$ cat src/design/link_setup_map.vh
/*
 Constants for the serial slave link setup controller.
 Assumes word-wide access to the device's command block memory.
*/
`ifndef LINK_SETUP_MAP_VH
`define LINK_SETUP_MAP_VH
// Command block word offsets in device memory
`define W_ERROR 4'h0
`define W_COMMAND 4'h1
`define W_LINK_ID 4'h2
`define W_HANDLER 4'h3
`define W_PORT 4'h4
`define W_RATE 4'h5
`define W_CHARLEN 4'h6
`define W_PARITY 4'h7
`define W_STOP 4'h8
`define W_FLOW 4'h9
`define W_OPTION 4'ha
`define W_NODE 4'hb
`define W_RSVD 4'hc
`define W_COIL 4'hd
`define W_BASE_HI 4'he
`define W_BASE_LO 4'hf
// Own control registers, after the 16 staging words
`define R_CTRL 5'h10
`define R_STATUS 5'h11
`define R_DEV_ERR 5'h12
`define R_B5000_LO 5'h13
`define R_B5000_HI 5'h14
`define R_B3000_LO 5'h15
`define R_B3000_HI 5'h16
// Field values
`define CMD_CREATE 16'h0001
`define HANDLER_TEXT 16'h002b
`define HANDLER_BIN 16'h002a
`define LINK_ID_MIN 16'h4b15
`define LINK_ID_MAX 16'h4b63
`define PORT_MAX 16'h0004
`define PARITY_MAX 16'h0002
`define NODE_MAX 16'h00f7
`define EOM_MAX_MS 16'h0064
// Option word bit positions (bit 0 is lsb)
`define OPT_EXT_ADDR 5
`define OPT_CUSTOM_EOM 4
`define OPT_WPROT 2
`define OPT_MODEM 0
// Address translation distances
`define OFS_5000 32'h0000_0fa0
`define OFS_3000 32'h0000_07d0
// Read-back latency through the input synchroniser
`define RD_WAIT 2'h3
// Local error codes
`define E_COMMAND 8'h01
`define E_LINK_ID 8'h02
`define E_HANDLER 8'h03
`define E_PORT 8'h04
`define E_RATE 8'h05
`define E_FORMAT 8'h06
`define E_FLOW 8'h07
`define E_NODE 8'h08
`define E_EOM 8'h09
`define E_RSVD 8'h0a
`define E_DEVICE 8'h0b
`endif

$ cat src/design/link_setup_host.v
/*
 Host controller that stages a 16-word connection setup block, checks it,
 writes it into the device's word memory and triggers its execution.
 Assumes a device with a word write/read port, a trigger input and a busy
 output; device inputs are asynchronous and are synchronised here.
*/
//
// Functional notes
// - Custom end-of-message interval must exceed 3.5 character times.
// - Minimum custom interval: 64,32,16,8 ms, then 5 ms at 9600/19200.
// - Custom interval should be as short as reliability allows.
// - Bases above 65535 span words 14 and 15, else word 14 zero.
// - Host must trigger the device to fetch and execute the block.
// - Word 1 is the command code; 1 means connection setup.
// - Word 2 link identifier 19221..19299, not already used; only the range is checked here.
// - Word 3 value 43 selects the text-framed slave handler.
// - Word 4 selects port 1 through 4.
// - Word 5 line rate is one of seven listed rates.
// - Word 6 data bits 7 or 8; word 8 stop bits 1 or 2.
// - Word 7 parity: 0 none, 1 odd, 2 even.
// - Word 9 flow: 0, 1, 2, 4 or 6.
// - Word 11 node address 1 through 247.
`timescale 1ns/1ps
`default_nettype none
`include "link_setup_map.vh"
module link_setup_host #(
	parameter BLOCK_BASE = 16'h0000 // Block location in device memory
) (
	input wire i_clk_sys, // System clock
	input wire i_srst, // Synchronous reset, high
	input wire [4:0] i_addr, // Register address
	input wire [15:0] i_wdata, // Register write data
	input wire i_wr, // Write strobe
	input wire i_rd, // Read strobe
	output reg [15:0] o_rdata, // Read data, cycle after strobe
	output reg [15:0] o_mem_addr, // Device memory address
	output reg [15:0] o_mem_wdata, // Device memory write data
	output reg o_mem_we, // Device memory write
	output reg o_mem_re, // Device memory read
	input wire [15:0] i_mem_rdata, // Device memory read data, async
	output reg [15:0] o_slot_addr, // Command slot: block address
	output reg o_trig, // Command trigger
	output reg o_once, // Execute once per trigger
	input wire i_dev_busy, // Device command busy, async
	output reg o_link_up // Connection created
);
	localparam S_IDLE = 7'h01;
	localparam S_CHECK = 7'h02;
	localparam S_WRITE = 7'h04;
	localparam S_TRIG = 7'h08;
	localparam S_WAIT = 7'h10;
	localparam S_READ = 7'h20;
	localparam S_DONE = 7'h40;

	reg [15:0] blk_r [0:15];
	reg [6:0] state_r;
	reg [3:0] idx_r;
	reg [1:0] wait_r;
	reg [7:0] err_r;
	reg [15:0] dev_err_r;
	reg fail_r;
	reg busy_s1_r, busy_s2_r;
	reg [15:0] rd_s1_r, rd_s2_r;
	reg [7:0] chk_nxt;
	reg [15:0] eom_min;
	reg rate_ok;
	wire [31:0] base7000;
	wire [31:0] base5000;
	wire [31:0] base3000;
	wire [15:0] opt;
	wire ext_on;
	integer k;

	assign opt = blk_r[`W_OPTION];
	assign ext_on = opt[`OPT_EXT_ADDR];
	// Register 7000 base; high word zero for small bases
	assign base7000 = {blk_r[`W_BASE_HI], blk_r[`W_BASE_LO]};
	assign base5000 = base7000 - `OFS_5000;
	assign base3000 = base5000 - `OFS_3000;

	// Minimum custom interval per line rate, zero means unsupported
	always @* begin
		rate_ok = 1'b1;
		eom_min = 16'h0000;
		case (blk_r[`W_RATE])
			16'd300: eom_min = 16'h0000;
			16'd600: eom_min = 16'h0040;
			16'd1200: eom_min = 16'h0020;
			16'd2400: eom_min = 16'h0010;
			16'd4800: eom_min = 16'h0008;
			16'd9600: eom_min = 16'h0005;
			16'd19200: eom_min = 16'h0005;
			default: rate_ok = 1'b0;
		endcase
	end

	// Block check, first failing field wins
	always @* begin
		chk_nxt = 8'h00;
		if (blk_r[`W_COMMAND] != `CMD_CREATE) begin
			chk_nxt = `E_COMMAND;
		end else if (blk_r[`W_LINK_ID] < `LINK_ID_MIN ||
			blk_r[`W_LINK_ID] > `LINK_ID_MAX) begin
			chk_nxt = `E_LINK_ID;
		end else if (blk_r[`W_HANDLER] != `HANDLER_TEXT &&
			blk_r[`W_HANDLER] != `HANDLER_BIN) begin
			chk_nxt = `E_HANDLER;
		end else if (blk_r[`W_PORT] == 16'h0000 ||
			blk_r[`W_PORT] > `PORT_MAX) begin
			chk_nxt = `E_PORT;
		end else if (!rate_ok) begin
			chk_nxt = `E_RATE;
		end else if ((blk_r[`W_CHARLEN] != 16'h0007 && blk_r[`W_CHARLEN] != 16'h0008) ||
			blk_r[`W_PARITY] > `PARITY_MAX ||
			(blk_r[`W_STOP] != 16'h0001 && blk_r[`W_STOP] != 16'h0002)) begin
			chk_nxt = `E_FORMAT;
		end else if (blk_r[`W_FLOW] != 16'h0000 && blk_r[`W_FLOW] != 16'h0001 &&
			blk_r[`W_FLOW] != 16'h0002 && blk_r[`W_FLOW] != 16'h0004 &&
			blk_r[`W_FLOW] != 16'h0006) begin
			chk_nxt = `E_FLOW;
		end else if (blk_r[`W_NODE] == 16'h0000 || blk_r[`W_NODE] > `NODE_MAX) begin
			chk_nxt = `E_NODE;
		end else if (blk_r[`W_HANDLER] == `HANDLER_TEXT) begin
			if (blk_r[`W_RSVD] != 16'h0000) begin
				chk_nxt = `E_RSVD;
			end
		end else if (opt[`OPT_CUSTOM_EOM]) begin
			// Interval must clear 3.5 characters and the rate table
			if (eom_min == 16'h0000 || blk_r[`W_RSVD] < eom_min ||
				blk_r[`W_RSVD] > `EOM_MAX_MS) begin
				chk_nxt = `E_EOM;
			end
		end
	end

	// Two-flop synchronisers for device inputs
	always @(posedge i_clk_sys) begin
		if (i_srst) begin
			busy_s1_r <= 1'b0;
			busy_s2_r <= 1'b0;
			rd_s1_r <= 16'h0000;
			rd_s2_r <= 16'h0000;
		end else begin
			busy_s1_r <= i_dev_busy;
			busy_s2_r <= busy_s1_r;
			rd_s1_r <= i_mem_rdata;
			rd_s2_r <= rd_s1_r;
		end
	end

	// Staging words, written only while idle
	always @(posedge i_clk_sys) begin
		if (i_srst) begin
			for (k = 0; k < 16; k = k + 1) begin
				blk_r[k] <= 16'h0000;
			end
		end else if (i_wr && !i_addr[4] && state_r == S_IDLE) begin
			blk_r[i_addr[3:0]] <= i_wdata;
		end
	end

	// Register read port
	always @(posedge i_clk_sys) begin
		if (i_srst) begin
			o_rdata <= 16'h0000;
		end else if (i_rd) begin
			if (!i_addr[4]) begin
				o_rdata <= blk_r[i_addr[3:0]];
			end else begin
				case (i_addr)
					`R_CTRL: o_rdata <= 16'h0000;
					`R_STATUS: o_rdata <= {err_r, 3'b000, ext_on, fail_r, o_link_up,
						state_r == S_DONE, state_r != S_IDLE && state_r != S_DONE};
					`R_DEV_ERR: o_rdata <= dev_err_r;
					`R_B5000_LO: o_rdata <= base5000[15:0];
					`R_B5000_HI: o_rdata <= base5000[31:16];
					`R_B3000_LO: o_rdata <= base3000[15:0];
					`R_B3000_HI: o_rdata <= base3000[31:16];
					default: o_rdata <= 16'h0000;
				endcase
			end
		end else begin
			o_rdata <= 16'h0000;
		end
	end

	// Setup sequence: check, copy block, trigger, collect result
	always @(posedge i_clk_sys) begin
		if (i_srst) begin
			state_r <= S_IDLE;
			idx_r <= 4'h0;
			wait_r <= 2'h0;
			err_r <= 8'h00;
			dev_err_r <= 16'h0000;
			fail_r <= 1'b0;
			o_mem_addr <= 16'h0000;
			o_mem_wdata <= 16'h0000;
			o_mem_we <= 1'b0;
			o_mem_re <= 1'b0;
			o_slot_addr <= 16'h0000;
			o_trig <= 1'b0;
			o_once <= 1'b0;
			o_link_up <= 1'b0;
		end else begin
			o_mem_we <= 1'b0;
			o_mem_re <= 1'b0;
			case (state_r)
				S_IDLE: begin
					if (i_wr && i_addr == `R_CTRL && i_wdata[0]) begin
						err_r <= 8'h00;
						fail_r <= 1'b0;
						dev_err_r <= 16'h0000;
						state_r <= S_CHECK;
					end
				end
				S_CHECK: begin
					if (chk_nxt != 8'h00) begin
						err_r <= chk_nxt;
						fail_r <= 1'b1;
						state_r <= S_DONE;
					end else begin
						idx_r <= 4'h0;
						state_r <= S_WRITE;
					end
				end
				S_WRITE: begin
					// Word 0 goes out cleared so a fault shows as nonzero
					o_mem_we <= 1'b1;
					o_mem_addr <= BLOCK_BASE + {12'h000, idx_r};
					o_mem_wdata <= (idx_r == `W_ERROR) ? 16'h0000 : blk_r[idx_r];
					idx_r <= idx_r + 4'h1;
					if (idx_r == 4'hf) begin
						state_r <= S_TRIG;
					end
				end
				S_TRIG: begin
					// Hold trigger until the device reports busy
					o_slot_addr <= BLOCK_BASE;
					o_trig <= 1'b1;
					o_once <= 1'b1;
					if (busy_s2_r) begin
						o_trig <= 1'b0;
						o_once <= 1'b0;
						state_r <= S_WAIT;
					end
				end
				S_WAIT: begin
					if (!busy_s2_r) begin
						o_mem_re <= 1'b1;
						o_mem_addr <= BLOCK_BASE;
						wait_r <= `RD_WAIT;
						state_r <= S_READ;
					end
				end
				S_READ: begin
					// Result word read back through the synchroniser
					o_mem_re <= 1'b1;
					wait_r <= wait_r - 2'h1;
					if (wait_r == 2'h0) begin
						o_mem_re <= 1'b0;
						dev_err_r <= rd_s2_r;
						if (rd_s2_r != 16'h0000) begin
							err_r <= `E_DEVICE;
							fail_r <= 1'b1;
						end else begin
							o_link_up <= 1'b1;
						end
						state_r <= S_DONE;
					end
				end
				S_DONE: begin
					if (i_wr && i_addr == `R_CTRL && i_wdata[1]) begin
						state_r <= S_IDLE;
					end
				end
				default: state_r <= S_IDLE;
			endcase
		end
	end
endmodule
`default_nettype wire

$ cat config.mk
export PLATFORM = sky130hd
export DESIGN_NAME = link_setup_host
export DESIGN_NICKNAME = d
export VERILOG_FILES = /design/src/design/link_setup_host.v
export VERILOG_INCLUDE_DIRS = /design/src /design/src/design
export SDC_FILE = /design/constraint.sdc
export NUM_CORES = 1
export LEC_CHECK = 0
export BUFFER_PORTS_ARGS = -buffer_cell sky130_fd_sc_hd__buf_2
export CAP_MARGIN = 20
export CELL_PAD_IN_SITES_DETAIL_PLACEMENT = 1
export CELL_PAD_IN_SITES_GLOBAL_PLACEMENT = 1
export CORE_UTILIZATION = 55
export CTS_CLUSTER_SIZE = 25
export DETAILED_ROUTE_END_ITERATION = 10
export PLACE_DENSITY = 0.82
export SYNTH_ARGS = -nofsm -noshare
export SYNTH_HDL_FRONTEND = slang
export SYNTH_SLANG_ARGS = --single-unit
$ cat constraint.sdc
create_clock -name i_clk_sys -period 6.7 [get_ports i_clk_sys]
set_input_delay 1.34 -clock i_clk_sys [delete_from_list [all_inputs] [get_ports i_clk_sys]]
set_output_delay 1.34 -clock i_clk_sys [all_outputs]
set_load 0.01 [all_outputs]
==> flow_metrics.tcl, run 1 <==
set metrics [dict create \
    final_cells 2202 \
    synth_top_cell_area_share_pct 37.8 \
    fin_total_pwr_mw 5.41 \
    timing.rr.end "err_r[3]" \
    r2r_slack_ns 2.64 \
    synth_ff_type "edfxtp_1" \
    hold-path-cell-count 1 \
    fp.dieW_um 194 \
    cts_resized 0 \
    grt_pass1_wl_um 109000 \
    cts_setup_buffers 0 \
    root_buffer "clkbuf_16" \
    grt_setup_unrepaired "no" \
    powerDensity_nw_per_um2 243 \
    grt_start_max_net_pins 65 \
    reg2reg_from "blk_r[5][13]" \
    layout.nets 1757 \
    cts.sinks 368 \
    hold_violations 0 \
    die_h_um 194 \
    syn_inst 1682 \
    fin_crit_sh_pct 60.6 \
    synth_commonest_cells "260 x and2_1, 256 x edfxtp_1, 141 x mux4_2" \
    crit_arrival_ns 4.52 \
    final.min_clock_period_ns 4.06 \
    ant_nets 0 \
    synthTopCellsByArea "edfxtp_1 38%, mux4_2 16%, dfxtp_1 11%" \
    drv_cap 0 \
    core_area_um2 36500 \
    min_path_type "register to register" \
    insertion_delay_ns 0.61 \
    yosysMostFrequentCell "and2_1" \
    grt_pass1_vias 15900 \
    avgSynthCellArea_um2 12.1 \
    ys_seq_elements 368 \
    synth_top_area_cell "edfxtp_1" \
    synth_area_um2 20400 \
    drive_above_1_share_pct 20.3 \
    final_max_slew_viol_count 0 \
    startpoint_type "register" \
    cp_max_fo 6 \
    dp.cells 2127 \
    yosysSeqAreaShare_pct 48.8 \
    reg2reg_depth 11 \
    p_leak_nw 7.81 \
    gp_congestion 1.05 \
    wire_per_inst_um 34.4 \
    status "complete, no violations" \
    dp_hpwl_um 54200 \
    max_slew_margin_pct 19.0 \
    hold_buffers 0 \
    io_buffer_count 82 \
    viasPerCell 7.14 \
    post-route-drc-count 0 \
    synthToLayoutAreaGrowth_pct 9.33 \
    initial_core_util_pct 55.8 \
    worstSetupPathType "register to register" \
    drtPass1Iterations 8 \
    drt_iter0_drc 1988 \
    worstPathRequired_ns 7.16 \
    drt-total-wl_um 75800 \
    fmax_ghz 0.246 \
    synth_cell_type_count 84 \
    cts_tree "done" \
    antenna_found_initial 5 \
    hold_start "rd_s1_r[15]" \
    peakVddDrop_uv 245 \
    cts_buffer_depth 3 \
    skew_ns 0.0310 \
    io_pins 111 \
    setup_tns_ns 0 \
    synthArstFlopShare_pct 0 \
    yosys_warnings 0 \
    vias 15700 \
    end_kind "register" \
    rows 70 \
    synth_edf_count 256 \
    numCtsBuffers 41 \
    fp.dieArea_um2 37800 \
    holdWs_ns 0.440 \
    whs_endpoint "rd_s2_r[15]" \
    grt_usage_pct 40.7 \
    gr-total-overflow 0 \
    htree_num_levels 2 \
    clk_pin_slew_ns 0.07 \
    finalSetupViolCount 0 \
    tightest_slew_ns 1.20 \
]
layout by cell type, fill, tap and decap left out, types with 30 or more instances in the layout:
| master | instances |
|---|---|
| a21oi_1 | 43 |
| a22oi_1 | 37 |
| and2_1 | 260 |
| buf_2 | 80 |
| clkbuf_16 | 44 |
| dfxtp_1 | 109 |
| edfxtp_1 | 256 |
| mux4_2 | 141 |
| nand2_1 | 52 |
| nor2_1 | 117 |
| nor2b_1 | 63 |
| nor4_1 | 37 |
| o21ai_0 | 30 |
per-stage QoR:
step,util (%),instance area [um2],setup slack [ns]
finish,61.0,22300,2.64
detailed placement,57.2,20900,2.35
global placement,57.2,20900,2.46
global route,60.9,22300,2.49
floorplan,-,20500,3.09
CTS,60.9,22300,2.70
how the worst max path moves through the flow:
stage            startpoint           to  cells after the start
6_report       blk_r[5][13]     err_r[3]                     11
5_1_grt        blk_r[5][13]     err_r[3]                     11
4_1_cts        blk_r[5][13]     err_r[3]                     11
3_5_place_dp      i_addr[0]  o_rdata[14]                      9
3_3_place_gp      i_addr[0]  o_rdata[14]                      9
2_1_floorplan     i_addr[1]  o_rdata[14]                      9
sequential cells by signal (all words and copies together), names as in the netlist, 7 cells and up, named ones only:
signal	flops
dev_err_r	16
o_mem_wdata	16
rd_s1_r	16
rd_s2_r	16
state_r	7
blk_r	256
o_rdata	16
kinds of logic after synthesis:
kind of cell	after synthesis	synth area share [%]
fa+ha+maj	12	0.737
buf+inv	164	3.76
simple gates	693	19.9
mux	167	16.9
flops	368	48.8
compound gates	226	7.71
xor+xnor	51	2.19
other cells	1	0.0184
critical path: stages, from the launching register on:
cell       delay (ns)
edfxtp_1         0.57
or4bb_1          0.53
nor4_1           0.36
o21ai_0          0.34
ha_1             0.37
o2111ai_1        0.14
a211o_1          0.34
a311oi_2         0.35
o211ai_2         0.14
nor4_4           0.44
or4_4            0.24
o22ai_1          0.08
per-layer routing:
layer | up-vias | share of wire, % | wire length [um] | track usage [%]
met5 | - | 0.061 | 46 | 0
met4 | 6 | 6.8 | 5130 | 23.6
met3 | 318 | 12 | 9420 | 13.2
met2 | 1171 | 45 | 34200 | 62.7
met1 | 7857 | 36 | 27100 | 50.5
li1 | 6363 | - | - | -
final cells by class:
| type | instances | area [um2] |
|---|---|---|
| diodes | 1 | 2.50 |
| clock buffers | 56 | 1170 |
| clock inverters | 17 | 191 |
| fillers | 3685 | 14300 |
| inverters | 16 | 60.1 |
| multi-input cells | 1177 | 9770 |
| flip-flops and latches | 368 | 9940 |
| well taps | 468 | 586 |
| repair buffers | 99 | 543 |
power by group:
| part | switching (mW) | total, mW | internal [mW] |
|---|---|---|---|
| clock | 0.979 | 2.32 | 1.34 |
| sequential | 0.112 | 2.61 | 2.50 |
| combinational | 0.300 | 0.470 | 0.171 |
(Power assumes the default switching activity.)
==> run 2, diff against run 1 <==
--- a/config.mk
+++ b/config.mk
@@ -6,14 +6,15 @@
 export SDC_FILE = /design/constraint.sdc
 export NUM_CORES = 1
 export LEC_CHECK = 0
+export ABC_AREA = 1
 export BUFFER_PORTS_ARGS = -buffer_cell sky130_fd_sc_hd__buf_2
 export CAP_MARGIN = 20
 export CELL_PAD_IN_SITES_DETAIL_PLACEMENT = 1
 export CELL_PAD_IN_SITES_GLOBAL_PLACEMENT = 1
-export CORE_UTILIZATION = 55
+export CORE_UTILIZATION = 47
 export CTS_CLUSTER_SIZE = 25
 export DETAILED_ROUTE_END_ITERATION = 10
-export PLACE_DENSITY = 0.82
+export PLACE_DENSITY = 0.77
 export SYNTH_ARGS = -nofsm -noshare
 export SYNTH_HDL_FRONTEND = slang
 export SYNTH_SLANG_ARGS = --single-unit
==> constraint.sdc (replaced) <==
create_clock -name i_clk_sys -period 3.91 [get_ports i_clk_sys]
set_input_delay 0.782 -clock i_clk_sys [delete_from_list [all_inputs] [get_ports i_clk_sys]]
set_output_delay 0.782 -clock i_clk_sys [all_outputs]
set_load 0.01 [all_outputs]
==> run 2 against run 1 <==
Against the previous run:
- hold slack got worse by 0.044 ns
- count of clock-buffer cells in the layout decreased by 7
- critical path depth up 10
- cell area up 3.9%
- register-to-register slack worse by 2.2 ns
- clock power is 86% higher
- combinational power grew to 3.2 times the previous value
- clock skew down 0.015 ns
- critical path type unchanged
- critical endpoint is now err_r[1]
- largest cell class unchanged
==> flow_metrics.tcl, run 2 <==
set metrics [dict create \
    yosysSeqAreaShare_pct 48.5 \
    crit_end "err_r[1]" \
    end_kind "register" \
    worstSetupStartpoint "blk_r[5][15]" \
    cts_tree "done" \
    viasPerCell 6.11 \
    grt_pass1_wl_um 129000 \
    yosys_warnings 0 \
    drv_cap 0 \
    ant_nets 0 \
    worstSetupPathType "register to register" \
    reg2reg_from "blk_r[5][15]" \
    synth_ff_type "edfxtp_1" \
    fin_crit_sh_pct 89.0 \
    grt_setup_unrepaired "no" \
    worst-path-buf-inv 0 \
    synthToLayoutAreaGrowth_pct 13.1 \
    numCtsBuffers 43 \
    avgSynthCellArea_um2 7.96 \
    pre_cts_ws_ns 0.419 \
    initial_core_util_pct 47.6 \
    regMostFlops "blk_r" \
    vias 19900 \
    max_slew_margin_pct 21.5 \
    met1_length_um 33000 \
    cpMaxStageDelayCell "edfxtp_1" \
    core_area_um2 43000 \
    status "complete, no violations" \
    yosysMostFrequentCell "nor2_1" \
    placed_area_um2 21600 \
    worstPathRequired_ns 4.34 \
    drt_iter0_drc 2232 \
    htree_num_levels 2 \
    insertion_delay_ns 0.60 \
    drive_above_1_share_pct 11.3 \
    peakVddDrop_uv 375 \
    final_max_slew_viol_count 0 \
    cp_top_family "simple AND/OR/NAND/NOR gates" \
    ff_latch_area_um2 9930 \
    diodes 0 \
    synthArstFlopShare_pct 0 \
    fmax_ghz 0.287 \
    fillers 5264 \
    hold_violations 0 \
    post-route-cell-area_um2 23100 \
    synth_edf_count 256 \
    skew_ns 0.0155 \
    top_layer "met5" \
    drt-total-wl_um 88300 \
    cp_common_cell "nand2_1" \
    wl_met3_um 7480 \
    startpoint_type "register" \
    synth_commonest_cells "456 x nor2_1, 380 x nand2_1, 308 x inv_1" \
    fp.dieArea_um2 44400 \
    reg2reg_depth 21 \
    r2r_slack_ns 0.43 \
    crit_arrival_ns 3.91 \
    synth_cell_type_count 57 \
    post-route-drc-count 0 \
    setup_tns_ns 0 \
    synth_top_area_cell "edfxtp_1" \
    dp_hpwl_um 64500 \
    die_h_um 211 \
    multi_input_area_um2 8680 \
    grt_pass1_vias 20000 \
    fp.dieW_um 211 \
    wire_per_inst_um 27.1 \
    grt_usage_pct 39.7 \
    met2_length_um 41800 \
    syn_inst 2570 \
    ys_seq_elements 368 \
    largest_register_ffs 256 \
    final.min_clock_period_ns 3.48 \
    cts_setup_buffers 0 \
    synthTopCellsByArea "edfxtp_1 38%, dfxtp_1 11%, nor2_1 8.4%" \
    io_buffer_count 82 \
    p_leak_nw 9.47 \
    clk_pin_slew_ns 0.06 \
    gr-total-overflow 0 \
    layout.nets 2694 \
    powerDensity_nw_per_um2 443 \
    gp_congestion 1.03 \
    grt_start_max_net_pins 127 \
    tightest_slew_ns 1.18 \
    max_stage_delay_ns 0.43 \
    cts_buffer_depth 3 \
    synth_area_um2 20500 \
    finalSetupViolCount 0 \
    fin_total_pwr_mw 10.3 \
    antenna_found_initial 2 \
    drtPass1Iterations 5 \
    cts.sinks 368 \
    timing.rr.end "err_r[1]" \
    layout_setup_ws_ns 0.431 \
    holdWs_ns 0.395 \
    final_cell_mix "454 x nor2_1, 379 x nand2_1, 308 x inv_1" \
    cp.depth 21 \
    min_path_type "input pin to register" \
    root_buffer "clkbuf_16" \
    mostFrequentLayoutCell "nor2_1" \
    rows 76 \
    io_pins 111 \
    synth_top_cell_area_share_pct 37.6 \
    path_cells "nor2_1 > nand2_1 > nor2_1 > nand3_1 > ha_1 > a21oi_1 > nor2_1 > nor3_1 > nand2_1 > nand2_1 > nand3_1 > nand2_1 > nand2_1 > nand2_1 > nand2_1 > nand2_1 > nand2_1 > nand3_1 > nand3_2 > nand2_1 > a21oi_1" \
    cp_max_fo 7 \
]
run 2: cell count changes after synthesis, moves of 21 or more:
cell and change:
xnor2_1 -27, o21ai_0 +210, inv_1 +293, nor2b_1 -63, nand4_1 +39, mux4_2 -141
clkbuf_1 +26, nor2_1 +339, a211oi_1 -21, and2_1 -260, nand3_1 +66, a21oi_1 +121
o22ai_1 +60, nand2_1 +328
run 2: cells by family (layout without fill, tap and decap cells):
group           after synthesis  after routing  share of synthesized area, %
other cells                   1             28                        0.0183
fa+ha+maj                    12             12                         0.734
simple gates               1066           1066                          22.4
flops                       368            368                          48.5
compound gates              591            591                          16.6
xor+xnor                     22             22                          1.16
buf+inv                     490            568                          9.58
mux                          20             20                         0.979
run 2: tightest hold or removal path, cell delays in order:
cell and delay [ns]:
buf_2 0.07, inv_1 0.03, nor2_1 0.06
run 2: what timing repair did:
action,in CTS,in global routing
hold buffers,0,0
resized for setup,0,1
setup endpoints to repair,0,5
run 2: stage by stage:
stage	util, %	cells
floorplan	-	2597
global placement	50.3	3178
detailed placement	50.4	3180
CTS	53.8	3260
global route	53.8	3260
finish	53.8	3260
run 2: where the power goes:
part | total (mW) | leakage, nW | internal, mW | switching (mW)
clock | 4.31 | 0.724 | 2.51 | 1.80
combinational | 1.50 | 5.19 | 0.368 | 1.13
sequential | 4.44 | 3.56 | 4.32 | 0.123
total | 10.3 | 9.47 | 7.20 | 3.05
run 2: area by class of cell:
| class | count | area share, % |
|---|---|---|
| timing repair buffer | 159 | 4.61 |
| inverter | 329 | 5.34 |
| tap | 585 | 3.16 |
| clock inverter | 31 | 1.47 |
| clock buffer | 49 | 4.93 |
| multi-input combinational | 1739 | 37.5 |
| sequential | 368 | 42.9 |
run 2: worst min path at each step:
stage                          from          end  slack [ns]  depth (start not counted)
finish               i_mem_rdata[2]   rd_s1_r[2]        0.40                          3
floorplan                 busy_s1_r    busy_s2_r        0.39                          2
global route        i_mem_rdata[10]  rd_s1_r[10]        0.40                          3
detailed placement      rd_s1_r[11]  rd_s2_r[11]        0.40                          2
CTS                  i_mem_rdata[2]   rd_s1_r[2]        0.38                          3
global placement        rd_s1_r[11]  rd_s2_r[11]        0.39                          2
run 2: routing by layer:
metal	vias to the layer above	track usage, %
met1	9884	48.1
li1	8803	-
met3	264	7.26
met5	-	0
met2	962	65.4
met4	4	25.0
